[src/rtl/mps_cfg.svh]
// Register offsets, field positions, reset values and timing figures of the power state block
`ifndef MPS_CFG_SVH
`define MPS_CFG_SVH

`define MPS_OFS_PRIMARY_CONFIG   4'h0
`define MPS_OFS_SECONDARY_CONFIG 4'h1
`define MPS_OFS_ALERT_ENABLE_4   4'h2
`define MPS_OFS_PIN_IO_CONTROL   4'h3
`define MPS_OFS_PIN_STATUS       4'h4
`define MPS_OFS_ALERT_LATCH      4'h5
`define MPS_OFS_ALERT_PIN_FORCE  4'h6
`define MPS_OFS_CONV_STATUS      4'h7

`define MPS_RST_PRIMARY_CONFIG   8'h00
`define MPS_RST_SECONDARY_CONFIG 8'h00
`define MPS_RST_ALERT_ENABLE_4   8'h00
`define MPS_RST_PIN_IO_CONTROL   8'h00
`define MPS_RST_ALERT_PIN_FORCE  8'h00

`define MPS_OPMODE_HI            6
`define MPS_OPMODE_LO            5
`define MPS_OPMODE_SHUTDOWN      2'h3
`define MPS_OPMODE_RUN           2'h0
`define MPS_AUTO_WAKE_BIT        4
`define MPS_AL4_WAKE_BIT         4
`define MPS_AL4_CROSS_HI         3
`define MPS_AL4_CROSS_LO         1
`define MPS_LATCH_EXT_BIT        0
`define MPS_READY_SEL_HI         5
`define MPS_READY_SEL_LO         4
`define MPS_FORCE_ALERT_BIT      7
`define MPS_FORCE_LOW_BIT        6

`define MPS_READY_OFF            2'h0
`define MPS_READY_SHORT          2'h1
`define MPS_READY_LONG           2'h2
`define MPS_READY_LATCH          2'h3

`define MPS_CLK_MHZ              10
`define MPS_WAKE_TIME_US         33000
`define MPS_READY_SHORT_US       16
`define MPS_READY_LONG_US        128

`endif

[src/rtl/mps_pkg.sv]
// Types shared by the power state block
package mps_pkg;

  typedef struct packed {
    logic main_above_uvlo;
    logic internal_above_uvlo;
    logic main_above_reset;
    logic internal_above_reset;
  } mps_supply_s;

  typedef struct packed {
    logic scl;
    logic sda;
  } mps_bus_lines_s;

  typedef enum logic [2:0] {
    RDY_IDLE  = 3'b001,
    RDY_PULSE = 3'b010,
    RDY_LATCH = 3'b100
  } mps_ready_state_e;

endpackage

[src/rtl/mps_ready_pulse.sv]
// Data-ready pin driver: timed low pulse or latched low level
`timescale 1ns/1ns
`default_nettype none
`include "mps_cfg.svh"
module mps_ready_pulse #(
  parameter int SHORT_CYCLES = 160,
  parameter int LONG_CYCLES  = 1280
) (
  // Clock and reset
  input  wire logic       sys_clk,
  input  wire logic       rst,
  // Control
  input  wire logic [1:0] mode,
  input  wire logic       new_result,
  input  wire logic       release_latch,
  // Pin level request, high means pull low
  output logic            ready_low
);
  localparam int CW = $clog2(LONG_CYCLES + 1);

  initial begin
    if (SHORT_CYCLES < 1 || LONG_CYCLES < SHORT_CYCLES) $error("mps_ready_pulse: bad pulse lengths");
  end

  mps_pkg::mps_ready_state_e state;
  logic [CW-1:0]             remain;

  // pulse or latch
  always_ff @(posedge sys_clk) begin
    if (rst) begin
      state  <= mps_pkg::RDY_IDLE;
      remain <= '0;
    end else begin
      case (state)
        mps_pkg::RDY_IDLE: begin
          if (new_result && mode == `MPS_READY_LATCH) begin
            state <= mps_pkg::RDY_LATCH;
          end else if (new_result && mode == `MPS_READY_SHORT) begin
            state  <= mps_pkg::RDY_PULSE;
            remain <= CW'(SHORT_CYCLES - 1);
          end else if (new_result && mode == `MPS_READY_LONG) begin
            state  <= mps_pkg::RDY_PULSE;
            remain <= CW'(LONG_CYCLES - 1);
          end
        end
        mps_pkg::RDY_PULSE: begin
          if (mode == `MPS_READY_OFF || remain == '0) begin
            state <= mps_pkg::RDY_IDLE;
          end else begin
            remain <= remain - CW'(1);
          end
        end
        mps_pkg::RDY_LATCH: begin
          // read releases latch; a new result in the same cycle keeps it
          if (mode != `MPS_READY_LATCH || (release_latch && !new_result)) begin
            state <= mps_pkg::RDY_IDLE;
          end
        end
        default: state <= mps_pkg::RDY_IDLE;
      endcase
    end
  end

  assign ready_low = (state != mps_pkg::RDY_IDLE);
endmodule
`default_nettype wire

[src/rtl/mps_sync.sv]
// Two-stage synchroniser for a vector of levels
`timescale 1ns/1ns
`default_nettype none
module mps_sync #(
  parameter int WIDTH = 4
) (
  // Clock and reset
  input  wire logic             sys_clk,
  input  wire logic             rst,
  // Levels
  input  wire logic [WIDTH-1:0] async_in,
  output logic      [WIDTH-1:0] sync_out
);
  initial begin
    if (WIDTH < 1) $error("mps_sync: WIDTH must be at least 1");
  end

  logic [WIDTH-1:0] stage_one;

  genvar i;
  generate
    for (i = 0; i < WIDTH; i++) begin : g_bit
      always_ff @(posedge sys_clk) begin
        if (rst) begin
          stage_one[i] <= 1'b0;
          sync_out[i]  <= 1'b0;
        end else begin
          stage_one[i] <= async_in[i];
          sync_out[i]  <= stage_one[i];
        end
      end
    end
  endgenerate
endmodule
`default_nettype wire

[src/rtl/mps_top.sv]
// Power state, shutdown, auto-wake and general purpose pin control of a dual power monitor
//
// Contract
// Either supply above lockout enables logic
// Both supplies below lockout disable converters
// Keep registers until both below reset
// Operating field 11 enters shutdown
// Bus stays alive, address held in shutdown
// Registers stay accessible during shutdown
// Clearing operating field leaves shutdown
// Auto-wake after bus lines low 33 ms
// Auto-wake event raises enabled alert
// Host avoids writing shutdown when unsafe
// Four pins, configurable direction and conversion
// Comparator levels readable in pin status
// Pin 1-3 crossings raise enabled alerts
// Pins only pull low, never drive high
// Pin 3 selectable as data-ready
// Data-ready: 16 us, 128 us, latched
// Status clears on read, releases latch
// Pin 4 is alert output after reset
// Force bit pulls alert low
// Alert events set force bit
// Second force bit pulls pin 4 low
// Enabled faults pull pin 4 low (code latches any fault_alert, no enable bit)
// Wake timer restarts on line high
// Comparator outputs synchronised first
`timescale 1ns/1ns
`default_nettype none
`include "mps_cfg.svh"
module mps_top #(
  parameter int WAKE_CYCLES  = `MPS_WAKE_TIME_US * `MPS_CLK_MHZ,
  parameter int READY_SHORT  = `MPS_READY_SHORT_US * `MPS_CLK_MHZ,
  parameter int READY_LONG   = `MPS_READY_LONG_US * `MPS_CLK_MHZ,
  parameter int RESULT_WIDTH = 8
) (
  // Clock and reset
  input  wire logic                      sys_clk,
  input  wire logic                      rst,
  // Register port
  input  wire logic [3:0]                reg_addr,
  input  wire logic [7:0]                reg_wdata,
  input  wire logic                      reg_wr,
  input  wire logic                      reg_rd,
  output logic      [7:0]                reg_rdata,
  // Supply comparators and bus line levels
  input  wire mps_pkg::mps_supply_s      supply,
  input  wire mps_pkg::mps_bus_lines_s   bus_lines,
  input  wire logic                      bus_addr_strap_low,
  input  wire logic                      bus_addr_strap_high,
  // Converter side
  input  wire logic [RESULT_WIDTH-1:0]   result_update,
  input  wire logic                      fault_alert,
  // Pin comparators and open-drain drivers
  input  wire logic [3:0]                pin_cmp,
  output logic      [3:0]                pin_out,
  output logic      [3:0]                pin_oe_n,
  // Power state
  output logic                           bus_logic_enable,
  output logic                           converter_enable,
  output logic                           reference_enable,
  output logic                           regulator_enable,
  output logic                           addr_strap_enable,
  output logic      [1:0]                bus_addr_sel,
  output logic      [1:0]                voltage_converter_sel,
  output logic                           shutdown_active
);
  localparam int WCW = $clog2(WAKE_CYCLES + 2);

  initial begin
    if (WAKE_CYCLES < 1) $error("mps_top: WAKE_CYCLES must be at least 1");
    if (RESULT_WIDTH < 1 || RESULT_WIDTH > 8) $error("mps_top: RESULT_WIDTH must be 1 to 8");
  end

  function automatic logic hit(input logic [3:0] addr, input logic [3:0] ofs);
    hit = (addr == ofs);
  endfunction

  // Registers
  logic [7:0]              primary_config;
  logic [7:0]              secondary_config;
  logic [7:0]              alert_enable_four_register;
  logic [7:0]              pin_io_control;
  logic [7:0]              alert_latch;
  logic [7:0]              alert_pin_force;
  logic [7:0]              conv_status;

  logic                    logic_reset;
  logic                    powered;
  logic [3:0]              pin_level_bits;
  logic [3:0]              pin_level_prev;
  logic [1:0]              lines_sync;
  logic [WCW-1:0]          wake_count;
  logic                    wake_event;
  logic [3:0]              cross_event;
  logic [7:0]              next_alert_latch;
  logic                    alert_event;
  logic                    shutdown;
  logic                    result_available_n;
  logic                    ready_low;
  logic                    status_read;
  logic [1:0]              ready_pin_select;

  assign shutdown         = (primary_config[`MPS_OPMODE_HI:`MPS_OPMODE_LO] == `MPS_OPMODE_SHUTDOWN);
  assign ready_pin_select = pin_io_control[`MPS_READY_SEL_HI:`MPS_READY_SEL_LO];
  assign status_read      = reg_rd && hit(reg_addr, `MPS_OFS_CONV_STATUS);

  // bus logic reset only when both supplies drop below reset level
  always_ff @(posedge sys_clk) begin
    if (rst) begin
      logic_reset <= 1'b1;
    end else begin
      logic_reset <= !supply.main_above_reset && !supply.internal_above_reset;
    end
  end

  // enable on either supply, disable when both low
  always_ff @(posedge sys_clk) begin
    if (rst || logic_reset) begin
      powered <= 1'b0;
    end else begin
      powered <= supply.main_above_uvlo || supply.internal_above_uvlo;
    end
  end

  // comparator synchroniser
  mps_sync #(
    .WIDTH (4)
  ) u_pin_sync (
    .sys_clk  (sys_clk),
    .rst      (logic_reset),
    .async_in (pin_cmp),
    .sync_out (pin_level_bits)
  );

  mps_sync #(
    .WIDTH (2)
  ) u_line_sync (
    .sys_clk  (sys_clk),
    .rst      (logic_reset),
    .async_in ({bus_lines.scl, bus_lines.sda}),
    .sync_out (lines_sync)
  );

  always_ff @(posedge sys_clk) begin
    if (logic_reset) begin
      pin_level_prev <= 4'h0;
    end else begin
      pin_level_prev <= pin_level_bits;
    end
  end

  // threshold crossings on pins 1 to 3
  assign cross_event = {1'b0, pin_level_bits[2:0] ^ pin_level_prev[2:0]};

  // stuck-low wake timer
  always_ff @(posedge sys_clk) begin
    if (logic_reset) begin
      wake_count <= '0;
      wake_event <= 1'b0;
    end else begin
      wake_event <= 1'b0;
      if (!shutdown || !secondary_config[`MPS_AUTO_WAKE_BIT] || lines_sync != 2'h0) begin
        wake_count <= '0;
      end else if (wake_count == WCW'(WAKE_CYCLES)) begin
        wake_count <= '0;
        wake_event <= 1'b1;
      end else begin
        wake_count <= wake_count + WCW'(1);
      end
    end
  end

  // primary configuration; auto-wake clears the operating field
  always_ff @(posedge sys_clk) begin
    if (logic_reset) begin
      primary_config <= `MPS_RST_PRIMARY_CONFIG;
    end else begin
      if (reg_wr && hit(reg_addr, `MPS_OFS_PRIMARY_CONFIG)) begin
        primary_config <= reg_wdata;
      end
      // expiry wins over a same-cycle write of the field
      if (wake_event) begin
        primary_config[`MPS_OPMODE_HI:`MPS_OPMODE_LO] <= `MPS_OPMODE_RUN;
      end
    end
  end

  // configuration registers stay writable in any mode
  always_ff @(posedge sys_clk) begin
    if (logic_reset) begin
      secondary_config           <= `MPS_RST_SECONDARY_CONFIG;
      alert_enable_four_register <= `MPS_RST_ALERT_ENABLE_4;
      pin_io_control             <= `MPS_RST_PIN_IO_CONTROL;
    end else if (reg_wr) begin
      if (hit(reg_addr, `MPS_OFS_SECONDARY_CONFIG)) begin
        secondary_config <= reg_wdata;
      end
      if (hit(reg_addr, `MPS_OFS_ALERT_ENABLE_4)) begin
        alert_enable_four_register <= reg_wdata;
      end
      if (hit(reg_addr, `MPS_OFS_PIN_IO_CONTROL)) begin
        pin_io_control <= reg_wdata;
      end
    end
  end

  // enabled wake and crossing events, fault_alert with no enable, latched until software writes zero
  always_comb begin
    next_alert_latch = 8'h00;
    next_alert_latch[`MPS_AL4_CROSS_HI:`MPS_AL4_CROSS_LO] =
      cross_event[2:0] & alert_enable_four_register[`MPS_AL4_CROSS_HI:`MPS_AL4_CROSS_LO];
    next_alert_latch[`MPS_AL4_WAKE_BIT] = wake_event && alert_enable_four_register[`MPS_AL4_WAKE_BIT];
    next_alert_latch[`MPS_LATCH_EXT_BIT] = fault_alert;
  end

  assign alert_event = |next_alert_latch;

  always_ff @(posedge sys_clk) begin
    if (logic_reset) begin
      alert_latch <= 8'h00;
    end else if (reg_wr && hit(reg_addr, `MPS_OFS_ALERT_LATCH)) begin
      alert_latch <= (alert_latch & reg_wdata) | next_alert_latch;
    end else begin
      alert_latch <= alert_latch | next_alert_latch;
    end
  end

  // force bits; events set the alert bit, winning over a clear
  always_ff @(posedge sys_clk) begin
    if (logic_reset) begin
      alert_pin_force <= `MPS_RST_ALERT_PIN_FORCE;
    end else begin
      if (reg_wr && hit(reg_addr, `MPS_OFS_ALERT_PIN_FORCE)) begin
        alert_pin_force <= {reg_wdata[7:6], 6'h00};
      end
      if (alert_event) begin
        alert_pin_force[`MPS_FORCE_ALERT_BIT] <= 1'b1;
      end
    end
  end

  // converter status, cleared on read, new updates win
  always_ff @(posedge sys_clk) begin
    if (logic_reset) begin
      conv_status <= 8'h00;
    end else if (status_read) begin
      conv_status <= 8'(result_update);
    end else begin
      conv_status <= conv_status | 8'(result_update);
    end
  end

  // data-ready pulse generator for pin 3
  mps_ready_pulse #(
    .SHORT_CYCLES (READY_SHORT),
    .LONG_CYCLES  (READY_LONG)
  ) u_ready (
    .sys_clk       (sys_clk),
    .rst           (logic_reset),
    .mode          (ready_pin_select),
    .new_result    (|result_update),
    .release_latch (status_read),
    .ready_low     (ready_low)
  );

  assign result_available_n = !ready_low;

  // open-drain drivers: output level is always low, only the enable moves
  always_ff @(posedge sys_clk) begin
    if (logic_reset) begin
      pin_out  <= 4'h0;
      pin_oe_n <= 4'hF;
    end else begin
      pin_out     <= 4'h0;
      // pins 1 and 2 pull low from the direction control bits
      pin_oe_n[0] <= !pin_io_control[0];
      pin_oe_n[1] <= !pin_io_control[1];
      // pin 3 carries data-ready when selected
      if (ready_pin_select != `MPS_READY_OFF) begin
        pin_oe_n[2] <= result_available_n;
      end else begin
        pin_oe_n[2] <= !pin_io_control[2];
      end
      // pin 4 alert output
      pin_oe_n[3] <= !(alert_pin_force[`MPS_FORCE_ALERT_BIT] || alert_pin_force[`MPS_FORCE_LOW_BIT]
                       || alert_event || pin_io_control[3]);
    end
  end

  // address straps held while in shutdown
  always_ff @(posedge sys_clk) begin
    if (logic_reset) begin
      bus_addr_sel <= 2'h0;
    end else if (!shutdown) begin
      bus_addr_sel <= {bus_addr_strap_high, bus_addr_strap_low};
    end
  end

  // power enables
  always_ff @(posedge sys_clk) begin
    if (logic_reset) begin
      bus_logic_enable      <= 1'b0;
      converter_enable      <= 1'b0;
      reference_enable      <= 1'b0;
      regulator_enable      <= 1'b0;
      addr_strap_enable     <= 1'b0;
      shutdown_active       <= 1'b0;
      voltage_converter_sel <= 2'h0;
    end else begin
      // bus logic stays enabled in shutdown
      bus_logic_enable      <= powered;
      converter_enable      <= powered && !shutdown;
      reference_enable      <= powered && !shutdown;
      regulator_enable      <= powered && !shutdown;
      addr_strap_enable     <= powered && !shutdown;
      shutdown_active       <= shutdown;
      // conversion selection passed from primary configuration
      voltage_converter_sel <= primary_config[4:3];
    end
  end

  // register read port, data one cycle after the strobe
  always_ff @(posedge sys_clk) begin
    if (logic_reset) begin
      reg_rdata <= 8'h00;
    end else if (reg_rd) begin
      case (reg_addr)
        `MPS_OFS_PRIMARY_CONFIG:   reg_rdata <= primary_config;
        `MPS_OFS_SECONDARY_CONFIG: reg_rdata <= secondary_config;
        `MPS_OFS_ALERT_ENABLE_4:   reg_rdata <= alert_enable_four_register;
        `MPS_OFS_PIN_IO_CONTROL:   reg_rdata <= pin_io_control;
        `MPS_OFS_PIN_STATUS:       reg_rdata <= {4'h0, pin_level_bits};
        `MPS_OFS_ALERT_LATCH:      reg_rdata <= alert_latch;
        `MPS_OFS_ALERT_PIN_FORCE:  reg_rdata <= alert_pin_force;
        `MPS_OFS_CONV_STATUS:      reg_rdata <= conv_status;
        default:                   reg_rdata <= 8'h00;
      endcase
    end else begin
      reg_rdata <= 8'h00;
    end
  end
endmodule
`default_nettype wire

[config.mk]
export PLATFORM = sky130hd
export DESIGN_NAME = mps_top
export DESIGN_NICKNAME = d
export VERILOG_FILES = /design/src/rtl/mps_pkg.sv /design/src/rtl/mps_ready_pulse.sv /design/src/rtl/mps_sync.sv /design/src/rtl/mps_top.sv
export VERILOG_INCLUDE_DIRS = /design/src /design/src/rtl
export SDC_FILE = /design/constraint.sdc
export NUM_CORES = 1
export LEC_CHECK = 0
export ABC_AREA = 1
export BUFFER_PORTS_ARGS = -buffer_cell sky130_fd_sc_hd__buf_2
export CORE_UTILIZATION = 23
export DETAILED_ROUTE_END_ITERATION = 12
export PLACE_DENSITY = 0.37
export SYNTH_ARGS = -nofsm -noshare
export SYNTH_HDL_FRONTEND = slang
export SYNTH_HIERARCHICAL = 1
export SYNTH_SLANG_ARGS = --single-unit
[constraint.sdc]
create_clock -name sys_clk -period 3.15 [get_ports sys_clk]
set_input_delay 0.63 -clock sys_clk [delete_from_list [all_inputs] [get_ports sys_clk]]
set_output_delay 0.63 -clock sys_clk [all_outputs]
set_load 0.05 [all_outputs]
# Yosys cells after proc, flatten, opt, wreduce, memory -nomap -nowiden
# Index checks and enable logic that the tools add are counted.
[word_totals]
ff_bits = 120
inputBits = 37
output_inout_bits = 26
elab_cells = 133
[classes]
add_sub_neg = 2
eq_ne = 23
n_mux = 18
n_bitwise = 7
n_reduce_logical = 48
[ops]
columns = ["op", "count"]
rows = [
  ["8-bit one-hot mux with 8 select lines", 1],
  ["11-bit two-way mux", 4],
  ["8-bit two-way mux", 3],
  ["11-bit one-hot mux with 2 select lines", 1],
  ["19-bit by 1-bit adder with 19-bit output (second input constant)", 1],
  ["19-bit equality test (second input constant)", 1],
  ["4-bit by 3-bit equality test with 1-bit output (second input constant)", 4],
  ["8-bit by 5-bit OR with 8-bit output", 2],
  ["3-bit two-way mux", 5],
  ["1-bit logical AND", 11],
  ["11-bit zero test", 1],
  ["11-bit by 1-bit subtractor with 11-bit output (second input constant)", 1],
  ["1-bit zero test", 10],
  ["1-bit logical OR", 9],
  ["3-bit one-hot mux with 3 select lines", 1],
  ["8-bit AND", 1],
  ["4-bit by 2-bit equality test with 1-bit output (second input constant)", 2],
  ["8-bit OR", 1],
  ["2-bit nonzero test", 4],
  ["8-bit OR reduction", 1],
  ["2-bit equality test (second input constant)", 3],
  ["2-bit inequality test (second input constant)", 3],
  ["3-bit by 1-bit inequality test with 1-bit output (second input constant)", 2],
  ["2-bit AND reduction", 3],
  ["other kinds (18)", 23],
]

# Logic depth before layout (Yosys ltp)
# Gate-level depths: netlist of run 1.
[logic_depth]
ltp_word = 6
ltp_mapped = 14
ltp_nobuf = 14

# Modules after synthesis
# Netlist of run 1, hierarchy kept.
[by_module_without_submodules]
columns = ["module", "instances", "cells_each", "area_each_um2", "seq_area_each_um2"]
rows = [
  ["mps_top", 1, 547, 3981.3, 1881.8],
  ["mps_ready_pulse", 1, 155, 955.9, 280.3],
  ["mps_sync (u_pin_sync)", 1, 25, 231.5, 160.2],
  ["mps_sync (u_line_sync)", 1, 12, 110.1, 80.1],
]

# Least setup slack after synthesis of run 1
# No wires, ideal clock.
[synth_path]
path_type = "input port to flip-flop"
from = "input result_update[6]"
to = "register u_ready.remain[0]"
setup_ns = 0.113
arrival_time_ns = 1.634
required_time_ns = 3.037
setup_slack_ns = 1.403
stages = 11
path_buffers = 1
cell_sequence = "nor4_1 -> nand2_1 -> inv_1 -> nor2_1 -> nand2_1 -> nand2_2 -> nand2_4 -> buf_6 -> nand2_1 -> nand2_1 -> nor2_1"
[synth_via]
elab_chain_len = 5
word_cells_on_any_way = 10
classes_between = "eq/ne (2); mux (3); reduce/logical (5)"
[synth_rtl]
columns = ["element", "line_no", "text"]
rows = [
  ["start: declaration", "mps_top.sv:52", "input wire logic [RESULT_WIDTH-1:0] result_update,"],
  ["8-bit OR reduction *", "mps_top.sv:262", ".new_result (|result_update),"],
  ["1-bit logical AND (no source line)", "n/a", ""],
  ["11-bit two-way mux", "mps_ready_pulse.sv:38", "end else if (new_result && mode == `MPS_READY_SHORT) begin"],
  ["11-bit two-way mux", "mps_ready_pulse.sv:36", "if (new_result && mode == `MPS_READY_LATCH) begin"],
  ["11-bit one-hot mux with 2 select lines", "mps_ready_pulse.sv:34", "case (state)"],
  ["end signal: assignment", "mps_ready_pulse.sv:40", "remain <= CW'(SHORT_CYCLES - 1);"],
  ["end signal: assignment", "mps_ready_pulse.sv:43", "remain <= CW'(LONG_CYCLES - 1);"],
  ["end signal: assignment", "mps_ready_pulse.sv:50", "remain <= remain - CW'(1);"],
  ["end: declaration", "mps_ready_pulse.sv:26", "logic [CW-1:0] remain;"],
]
# Every way passes the cells marked *; elsewhere a longest branch is shown, timed or not. The select of a mux whose other input is x is not followed.
# A chain may end at the register's enable or synchronous reset.

# Final worst setup path of run 1
[layout_path]
from = "input reg_addr[3]"
to = "register secondary_config[6]"
[layout_via]
elab_chain_len = 2
[layout_rtl]
columns = ["element", "line_no", "text"]
rows = [
  ["start: declaration", "mps_top.sv:41", "input wire logic [3:0] reg_addr,"],
  ["4-bit by 1-bit equality test with 1-bit output", "mps_top.sv:76", "hit = (addr == ofs);"],
  ["2-bit AND reduction (no source line)", "n/a", ""],
  ["end signal: assignment", "mps_top.sv:192", "secondary_config <= `MPS_RST_SECONDARY_CONFIG;"],
  ["end signal: assignment", "mps_top.sv:197", "secondary_config <= reg_wdata;"],
  ["end: declaration", "mps_top.sv:81", "logic [7:0] secondary_config;"],
]
# No other way between the ends.

==> qor.csv, run 1 <==
metric;value;unit
slew_at_the_pin_closest_to_its_max_slew_limit;582;ps
synth_area_per_inst;7.14;µm²
netlist_area;5280;µm²
grt_start_max_net_pins;34;
fin_nets;837;
numPlacedInstances;1063;
syn-instance-count;739;
floorplan.core_area;22600;µm²
critical_path_fanout_max;16;
maxSlewHeadroom;0.612;
clk_latency;410;ps
dp.final_hpwl;11100;µm
areaGrowthSynthToFinish;21.8;%
boundaryPins;63;
timing.critical_path.arrival;2110;ps
intPower;0.00304;W
critPathCapture;secondary_config[6];
rows;55;
ir_drop;306;µV
status;completed;
post_synth_main_area_contributors;dfxtp_1 46%, nor2_1 9.2%, nand2_1 9.0%, inv_1 6.6%, a21oi_1 6.0%;
grt_first_pass_wirelength;24000;µm
diodes;0;
drtAntennaViolNets;0;
routed_wl;15000;µm
core_util_final;0.285;
global_route.overflow_total;0;
critPathKind;in -> reg;
final_critical_path_setup_slack;1310;ps
ctsLongestPathBuffers;2;
rr_endpoint;reg_rdata[5];
route.vias.total;4650;
detail_route.wirelength.met1;7730;µm
synth.ff_latch_count;120;
groute.usage.overall;0.132;
clkPwrFrac;0.519;
layoutNonFillerInstCount;1095;
cellPowerDensity;622;nW/µm²
cts_buffers;17;
grt_pass1_vias;4376;
cp-startpoint;reg_addr[3];
fin_total_pwr;0.00400;W
drive_above_1_share;0.153;
initial_core_utilization;0.234;
number_of_buffers_inserted_by_post_cts_setup_repair;0;
worst-r2r-setup-slack;1350;ps
gp_congestion;0.789;
pwr-share-comb;0.083;
maxClockFrequency;544;MHz
detailroute.wirelength.met2;6480;µm
clkSinkCount;120;
tritoncts;built;
switching_share;0.239;
worst-r2r-cell-count;3;
die-width;153;µm
cp.required;3420;ps
die-area;23600;µm²
dr_wl_met3;638;µm
y_dimension_of_the_die;153;µm
numPortBuffers;58;
timing.final.setup_violations;0;
final_clock_skew;7.97;ps
synth_cell_types;34;
power_leakage;2.52;nW
critical_path.startpoint_type;input port;
clk_transition_reported_paths;50;ps
sequentialPowerShare;0.398;
topRoutingLayerUsed;met4;
drt-wirelength-per-cell;13.7;µm
drtPass1Iterations;6;
pre_cts_ws;888;ps
hold_violations;0;
count_of_hold_fix_buffers_inserted_at_cts;0;
pins_over_slew_limit;0;
htreeDepth;4;
cts_resized;0;
tns;0;ps
drcViolationCount;0;
post-synth-top-area-fraction;0.455;
critical_path.endpoint_type;register;
cts.root.buffer_cell;clkbuf_16;
regToRegStartpoint;logic_reset;
max_capacitance_violation_count;0;
fin_crit;1840;ps
synth_sequential_area_ratio;0.455;
post-synth-top-area-cell;dfxtp_1;
netsw;0.000954;W
hold_path_class;in -> reg;
vias_per_cell;4.25;
synth.yosys.warnings;6;
detailedRoute.firstIterationViolations;269;
grt_antenna_before_repair;0;
grt_setup_unrepaired;false;
final_cycle_utilization_of_the_critical_path;0.584;
[flip-flops by register name, summed over array words and instances (netlist names), 2 cells and up]
name / count
bus_addr_sel: 2
conv_status: 8
secondary_config: 8
u_ready/state: 3
pin_level_prev: 3
u_pin_sync/stage_one: 4
alert_latch: 8
wake_count: 19
primary_config: 8
pin_oe_n: 4
alert_enable_four_register: 8
u_ready/remain: 11
u_pin_sync/sync_out: 4
u_line_sync/stage_one: 2
u_line_sync/sync_out: 2
reg_rdata: 8
voltage_converter_sel: 2
alert_pin_force: 2
pin_io_control: 8
[critical path, cell delays in order]
cell and delay [ps]:
buf_2 120, nor2_2 470, nand3_1 520, o21ai_0 310, a21oi_1 60
[layer usage]
metal,GRT usage,vias up
met3,0.0313,6
met5,0,-
met1,0.190,2121
met2,0.193,68
met4,0.0429,0
li1,-,2455
[cells by family after synthesis]
group	Yosys count	synth area share
flip-flops	120	0.455
adder cells (fa/ha/maj)	3	0.00711
AND/OR/NAND/NOR	351	0.289
XOR/XNOR	10	0.0166
buffers and inverters	121	0.0991
other	1	0.000710
AO/OA/AOI/OAI	133	0.132
[power by group through the flow]
| stage | sequential [W] | clock [W] | combinational [W] |
|---|---|---|---|
| after CTS | 0.00159 | 0.00214 | 0.000337 |
| final | 0.00159 | 0.00207 | 0.000333 |
| after global routing | 0.00160 | 0.00220 | 0.000378 |
| after floorplan | 0.00162 | 0 | 0.000237 |
| after global placement | 0.00162 | 0 | 0.000339 |
| after detailed placement | 0.00162 | 0 | 0.000337 |
[layout by cell type, fill, tap and decap left out, types with 4 or more instances in the layout]
| master | n |
|---|---|
| nand2_1 | 127 |
| o21ai_0 | 57 |
| nor2_1 | 129 |
| or2_2 | 4 |
| nand2_2 | 8 |
| a21oi_2 | 6 |
| clkinv_2 | 5 |
| xor2_1 | 8 |
| dfxtp_1 | 119 |
| a21oi_1 | 63 |
| nand3_1 | 57 |
| clkbuf_16 | 17 |
| bufinv_16 | 4 |
| nand2_4 | 4 |
| inv_1 | 93 |
| nor3_1 | 9 |
| buf_4 | 5 |
| conb_1 | 4 |
| buf_2 | 58 |
[worst min path at each step]
stage                                 start                endpoint  slack, ps  cells after the start
floorplan                 pin_io_control[0]             pin_oe_n[0]        380                      1
CTS                                     rst                 powered        360                      2
finish                                  rst                 powered        390                      2
global route                      supply[1]             logic_reset        380                      2
detailed placement  u_pin_sync/stage_one[1]  u_pin_sync/sync_out[1]        390                      2
global placement    u_pin_sync/stage_one[2]  u_pin_sync/sync_out[2]        390                      2
[Yosys cell counts]
cell	n
inv_2	1
o21ai_1	3
buf_4	10
o31ai_1	1
o21bai_1	2
a21oi_1	63
clkbuf_1	6
conb_1	1
ha_1	3
or2_2	4
o21ai_0	57
nand2_1	127
a21oi_2	6
o211ai_1	1
nor4_4	1
inv_1	93
buf_1	1
xor2_1	8
or2_0	1
xnor2_1	2
nor2b_1	1
nor2_1	129
nor2_4	3
dfxtp_1	120
buf_6	3
buf_2	7
nand4_1	1
nor2_2	3
nand3_2	1
nor3_1	9
nand3_1	57
nor4_1	2
nand2_4	4
nand2_2	8
[per-stage QoR]
| step | hold WS, ps | instance area [µm²] |
|---|---|---|
| 2_1_floorplan | 379 | 5290 |
| 3_3_place_gp | 392 | 5810 |
| 3_5_place_dp | 395 | 5810 |
| 4_1_cts | 363 | 6430 |
| 5_1_grt | 377 | 6430 |
| 6_report | 386 | 6430 |
[area by class of cell]
cell class	instances	area, µm²
clock buffers	23	478
clock inverters	9	145
fillers	2513	16100
inverters	94	353
multi-input cells	501	2360
flip-flops and latches	120	2400
well taps	285	357
repair buffers	63	328
Power figures use the tool's default switching activity.
==> inputs of run 2 (changes only) <==
--- a/config.mk
+++ b/config.mk
@@ -10,7 +10,7 @@
 export BUFFER_PORTS_ARGS = -buffer_cell sky130_fd_sc_hd__buf_2
 export CORE_UTILIZATION = 23
 export DETAILED_ROUTE_END_ITERATION = 12
-export PLACE_DENSITY = 0.37
+export PLACE_DENSITY = 0.39
 export SYNTH_ARGS = -nofsm -noshare
 export SYNTH_HDL_FRONTEND = slang
 export SYNTH_HIERARCHICAL = 1
==> constraint.sdc (replaced) <==
create_clock -name sys_clk -period 1.6 [get_ports sys_clk]
set_input_delay 0.32 -clock sys_clk [delete_from_list [all_inputs] [get_ports sys_clk]]
set_output_delay 0.32 -clock sys_clk [all_outputs]
set_load 0.05 [all_outputs]
==> run 2 against run 1 <==
- sequential share of layout area down 2.4 points
- cell count up 4.7%
- critical path type is now reg -> reg
- flip-flop and latch count did not move
- clock power up 85%
- the run now ends with design-rule violations left
- setup slack got worse by 1200 ps
- largest power group unchanged
- non-clock buffer count increased by 53
- clock-buffer cell count decreased by 1
- power increased by 93%
==> qor.csv, run 2 (synthesis results as in run 1) <==
metric;value;unit
global_route.overflow_total;0;
critPathKind;reg -> reg;
die-area;23600;µm²
critPathTopFamily;simple AND/OR/NAND/NOR gates;
rows;55;
count_of_hold_fix_buffers_inserted_at_cts;0;
grt_pass1_vias;4626;
status;finished with violations;
critical_path.endpoint_type;register;
holdWs;71.3;ps
clkSinkCount;120;
netsw;0.00189;W
number_of_flip_flops_under_the_largest_register_name;19;
y_dimension_of_the_die;153;µm
hold_violations;0;
die-width;153;µm
final_clock_skew;8.05;ps
grt_antenna_before_repair;0;
boundaryPins;63;
timing.critical_path.slowest_cell_delay;310;ps
timing.final.setup_violations;0;
drcViolationCount;2;
final_critical_path_setup_slack;147;ps
max_capacitance_violation_count;0;
fin_nets;891;
ir_drop;448;µV
clk_latency;420;ps
fin_total_pwr;0.00772;W
detail_route.wirelength.met1;7540;µm
drt-wirelength-per-cell;13.0;µm
power_leakage;2.78;nW
drtPass1Iterations;9;
sequentialPowerShare;0.404;
cts_buffers;17;
cellPowerDensity;1120;nW/µm²
cp_cell_sequence;inv_1 > ha_2 > nand2_2 > nor2_4 > nand2_2 > nand2_4 > nand2_4 > buf_4 > nand3_1 > a21oi_2;
top_register;wake_count;
pwr-share-comb;0.100;
hold_path_class;in -> reg;
grt_setup_unrepaired;false;
areaGrowthSynthToFinish;30.0;%
htreeDepth;4;
topRoutingLayerUsed;met4;
pins_over_slew_limit;0;
gp_congestion;0.814;
critical_path.startpoint_type;register;
cts_resized;0;
grt_first_pass_wirelength;24200;µm
routed_wl;14900;µm
dp.final_hpwl;11000;µm
maxClockFrequency;688;MHz
failing_checks;design-rule violations;
number_of_buffers_inserted_by_post_cts_setup_repair;0;
floorplan.core_area;22600;µm²
worst_path_max_delay_cell;dfxtp_1;
numPortBuffers;58;
route.vias.total;4803;
clkPwrFrac;0.496;
groute.usage.overall;0.133;
critical_path_buf_inv_count;2;
drive_above_1_share;0.213;
final_cycle_utilization_of_the_critical_path;0.908;
drtAntennaViolNets;0;
switching_share;0.246;
cts.root.buffer_cell;clkbuf_16;
fin_crit;1450;ps
critical_path_fanout_max;7;
ctsLongestPathBuffers;2;
grt_start_max_net_pins;40;
detailroute.wirelength.met2;6670;µm
tritoncts;built;
cp.required;1910;ps
largestRegisters;wake_count: 19 flops, u_ready/remain: 11 flops;
diodes;0;
pre_cts_ws;-263;ps
timing.critical_path.arrival;1760;ps
dr_wl_met3;529;µm
final_cell_mix;127 x nand2_1, 127 x nor2_1, 119 x dfxtp_1, 93 x inv_1, 63 x a21oi_1;
initial_core_utilization;0.234;
clk_transition_reported_paths;60;ps
detailedRoute.firstIterationViolations;270;
vias_per_cell;4.19;
intPower;0.00582;W
run 2: path summary, 6_finish.rpt:
path,slack (ps),depth (start not counted),start,end
max,150,10,u_ready/remain[1],u_ready/remain[2]
min,70,2,supply[1],logic_reset
max reg2reg,150,10,u_ready/remain[1],u_ready/remain[2]
min reg2reg,400,2,u_pin_sync/stage_one[1],u_pin_sync/sync_out[1]
run 2: worst register-to-register path, delay by kind of cell, from the launching register on:
| family | cells | cell delay [ps] |
|---|---|---|
| and+or+nand+nor | 6 | 570 |
| buffers and inverters | 2 | 230 |
| DFF | 1 | 310 |
| AOI/OAI and AO/OA | 1 | 60 |
| adders and majority gates | 1 | 190 |
run 2: cell type report:
type / instances / area [µm²]
inverter: 94 / 353
multi-input combinational: 502 / 2400
clock inverter: 8 / 95.1
fill: 2521 / 15700
sequential: 120 / 2400
tap: 285 / 357
clock buffer: 22 / 494
timing repair buffer: 116 / 763
run 2: power by group through the flow:
| stage | combinational, W | clock [W] | sequential (W) |
|---|---|---|---|
| after global routing | 0.000874 | 0.00408 | 0.00313 |
| final | 0.000774 | 0.00383 | 0.00312 |
| after global placement | 0.000776 | 0 | 0.00318 |
| after CTS | 0.000775 | 0.00395 | 0.00312 |
| after floorplan | 0.000467 | 0 | 0.00320 |
| after detailed placement | 0.000773 | 0 | 0.00318 |
run 2: through the flow:
step                 util  TNS, ps  instances  area [µm²]
finish              0.304        0       1147        6860
global route        0.304        0       1147        6860
CTS                 0.303        0       1146        6830
detailed placement  0.276    -3120       1116        6240
global placement    0.276    -3200       1116        6240
floorplan               -        0        742        5290
run 2: routing by layer:
metal	vias up	global-route usage
li1	2558	-
met1	2172	0.178
met2	63	0.207
met3	10	0.0358
met4	0	0.0414
met5	-	0
==> inputs of run 3 (changes only) <==
--- a/config.mk
+++ b/config.mk
@@ -7,7 +7,7 @@
 export NUM_CORES = 1
 export LEC_CHECK = 0
 export ABC_AREA = 1
-export BUFFER_PORTS_ARGS = -buffer_cell sky130_fd_sc_hd__buf_2
+export BUFFER_PORTS_ARGS = -buffer_cell sky130_fd_sc_hd__clkbuf_2
 export CORE_UTILIZATION = 23
 export DETAILED_ROUTE_END_ITERATION = 12
 export PLACE_DENSITY = 0.39
==> run 3 against run 2 <==
- the flow still finishes with violations (design-rule violations)
- register-to-register slack is essentially flat
- flip-flop and latch count did not move
- global-route usage grew 0.12 points
- non-clock buffer count shrank 3
- setup slack better by 1.0 ps
- die area stayed put
- largest cell class is now multi-input gates
==> qor.csv, run 3 (synthesis results as in run 1) <==
metric;value;unit
clk_latency;420;ps
groute.usage.overall;0.134;
grtUsageMet3;0.0344;
areaGrowthSynthToFinish;29.0;%
final_critical_path_setup_slack;148;ps
clkSinkCount;120;
final_clock_skew;5.40;ps
worst_path_max_delay_cell;dfxtp_1;
pre_cts_ws;-332;ps
gp_congestion;0.789;
grt_first_pass_wirelength;24300;µm
drtAntennaViolNets;0;
htreeDepth;4;
clk_transition_reported_paths;60;ps
cts_buffers;17;
grt_pass1_vias;4575;
grt_util_met1;0.184;
die-width;153;µm
hold_violations;0;
boundaryPins;63;
global_route.peak_usage_layer;met2;
critical_path.endpoint_type;register;
ir_drop;608;µV
final_cycle_utilization_of_the_critical_path;0.907;
holdWs;69.6;ps
critPathKind;reg -> reg;
max_capacitance_violation_count;0;
core_util_final;0.302;
grt_use_met2;0.200;
rr_endpoint;u_ready/remain[9];
timing.critical_path.arrival;1810;ps
initial_core_utilization;0.234;
timing.critical_path.slowest_cell_delay;300;ps
detailedRoute.firstIterationViolations;261;
hold_start;rst;
final_cell_mix;126 x nand2_1, 126 x nor2_1, 119 x dfxtp_1, 92 x inv_1, 63 x a21oi_1;
layoutNonFillerInstCount;1145;
critical_path.startpoint_type;register;
critical_path_fanout_max;9;
routed_wl;14900;µm
worst-r2r-setup-slack;150;ps
ctsLongestPathBuffers;2;
drt-wirelength-per-cell;13.0;µm
diodes;0;
drcViolationCount;2;
critPathTopFamily;simple AND/OR/NAND/NOR gates;
top_register;wake_count;
hold_path_class;in -> reg;
floorplan.core_area;22600;µm²
vias_per_cell;4.15;
global_route.overflow_total;0;
grt_antenna_before_repair;0;
maxClockFrequency;689;MHz
crit_top_cell;nand2_2;
post_dp_cell_area;6190;µm²
y_dimension_of_the_die;153;µm
timing.final.setup_violations;0;
grt_setup_unrepaired;false;
fin_crit;1450;ps
largestRegisters;wake_count: 19 flops, u_ready/remain: 11 flops;
route.vias.total;4755;
filler_cell_count;2479;
pins_over_slew_limit;0;
cts.root.buffer_cell;clkbuf_16;
numPortBuffers;58;
regToRegStartpoint;u_ready/remain[0];
drive_above_1_share;0.213;
status;finished with violations;
fin_nets;887;
tritoncts;built;
cellPowerDensity;1120;nW/µm²
worst-r2r-cell-count;11;
critical_path_buf_inv_count;2;
hold-path-endpoint;powered;
power_leakage;2.74;nW
number_of_flip_flops_under_the_largest_register_name;19;
cp.required;1960;ps
rows;55;
die-area;23600;µm²
dp.final_hpwl;11100;µm
post-route-cell-area;6810;µm²
count_of_hold_fix_buffers_inserted_at_cts;0;
failing_checks;design-rule violations;
timing.hold.worst_path_depth;2;
grt_start_max_net_pins;28;
drtPass1Iterations;8;
numPlacedInstances;1112;
cp_cell_sequence;inv_1 > ha_4 > nand2_2 > nor2_4 > nand2_2 > nand2_4 > nand2_8 > buf_4 > nand4_1 > nand2_1 > nor2_1;
## run 3: cell types whose count changed in the layout (fill, tap and decap cells not counted), sizes merged
cell	change
buf	-61
clkbuf	+55
clkinv	+3
inv	+2
bufinv	-1
clkinvlp	+1
nand2	-1
## run 3: where the power goes
part	total, W	internal, W	switching [W]	leakage, nW
clock network	0.00374	0.00223	0.00151	0.277
logic	0.000760	0.000273	0.000487	1.49
registers	0.00311	0.00307	0.0000468	0.974
total	0.00761	0.00557	0.00204	2.74
## run 3: timing repair
item | CTS | global route
endpoints found under the setup margin | 0 | 14
buffers inserted | 0 | 1
gates resized for setup | 0 | 9
## run 3: worst max path at each step
stage / end / start / cells after the start / slack (ps)
5_1_grt: u_ready/remain[9] / u_ready/remain[0] / 11 / 20
6_report: u_ready/remain[9] / u_ready/remain[0] / 11 / 150
3_5_place_dp: u_ready/remain[5] / result_update[2] / 12 / -330
4_1_cts: u_ready/remain[5] / u_ready/remain[0] / 11 / 60
2_1_floorplan: u_ready/remain[0] / result_update[6] / 11 / 160
3_3_place_gp: u_ready/remain[5] / result_update[2] / 12 / -370
## run 3: area by class of cell
type	instances	area, µm²	area share
multi-input combinational	501	2400	0.353
sequential	120	2400	0.353
timing repair buffer	113	716	0.105
clock buffer	19	453	0.0665
tap	285	357	0.0524
inverter	94	353	0.0518
clock inverter	13	123	0.0180
## run 3: worst register-to-register path, delay by kind of cell, from the launching register on
| kind | cells | cell delay (ps) |
|---|---|---|
| adders and majority gates | 1 | 150 |
| buffers and inverters | 2 | 270 |
| DFF | 1 | 300 |
| and+or+nand+nor | 8 | 690 |
## run 3: layer usage
metal | vias to the layer above | routed length [µm]
li1 | 2552 | -
met1 | 2138 | 7800
met2 | 51 | 6430
met3 | 14 | 471
met4 | 0 | 175
met5 | - | 0
## run 3: through the flow
| step | setup TNS [ps] | power (W) |
|---|---|---|
| after floorplan | 0 | 0.00366 |
| after global placement | -4470 | 0.00394 |
| after detailed placement | -4000 | 0.00393 |
| after CTS | 0 | 0.00772 |
| after global routing | 0 | 0.00798 |
| final | 0 | 0.00761 |
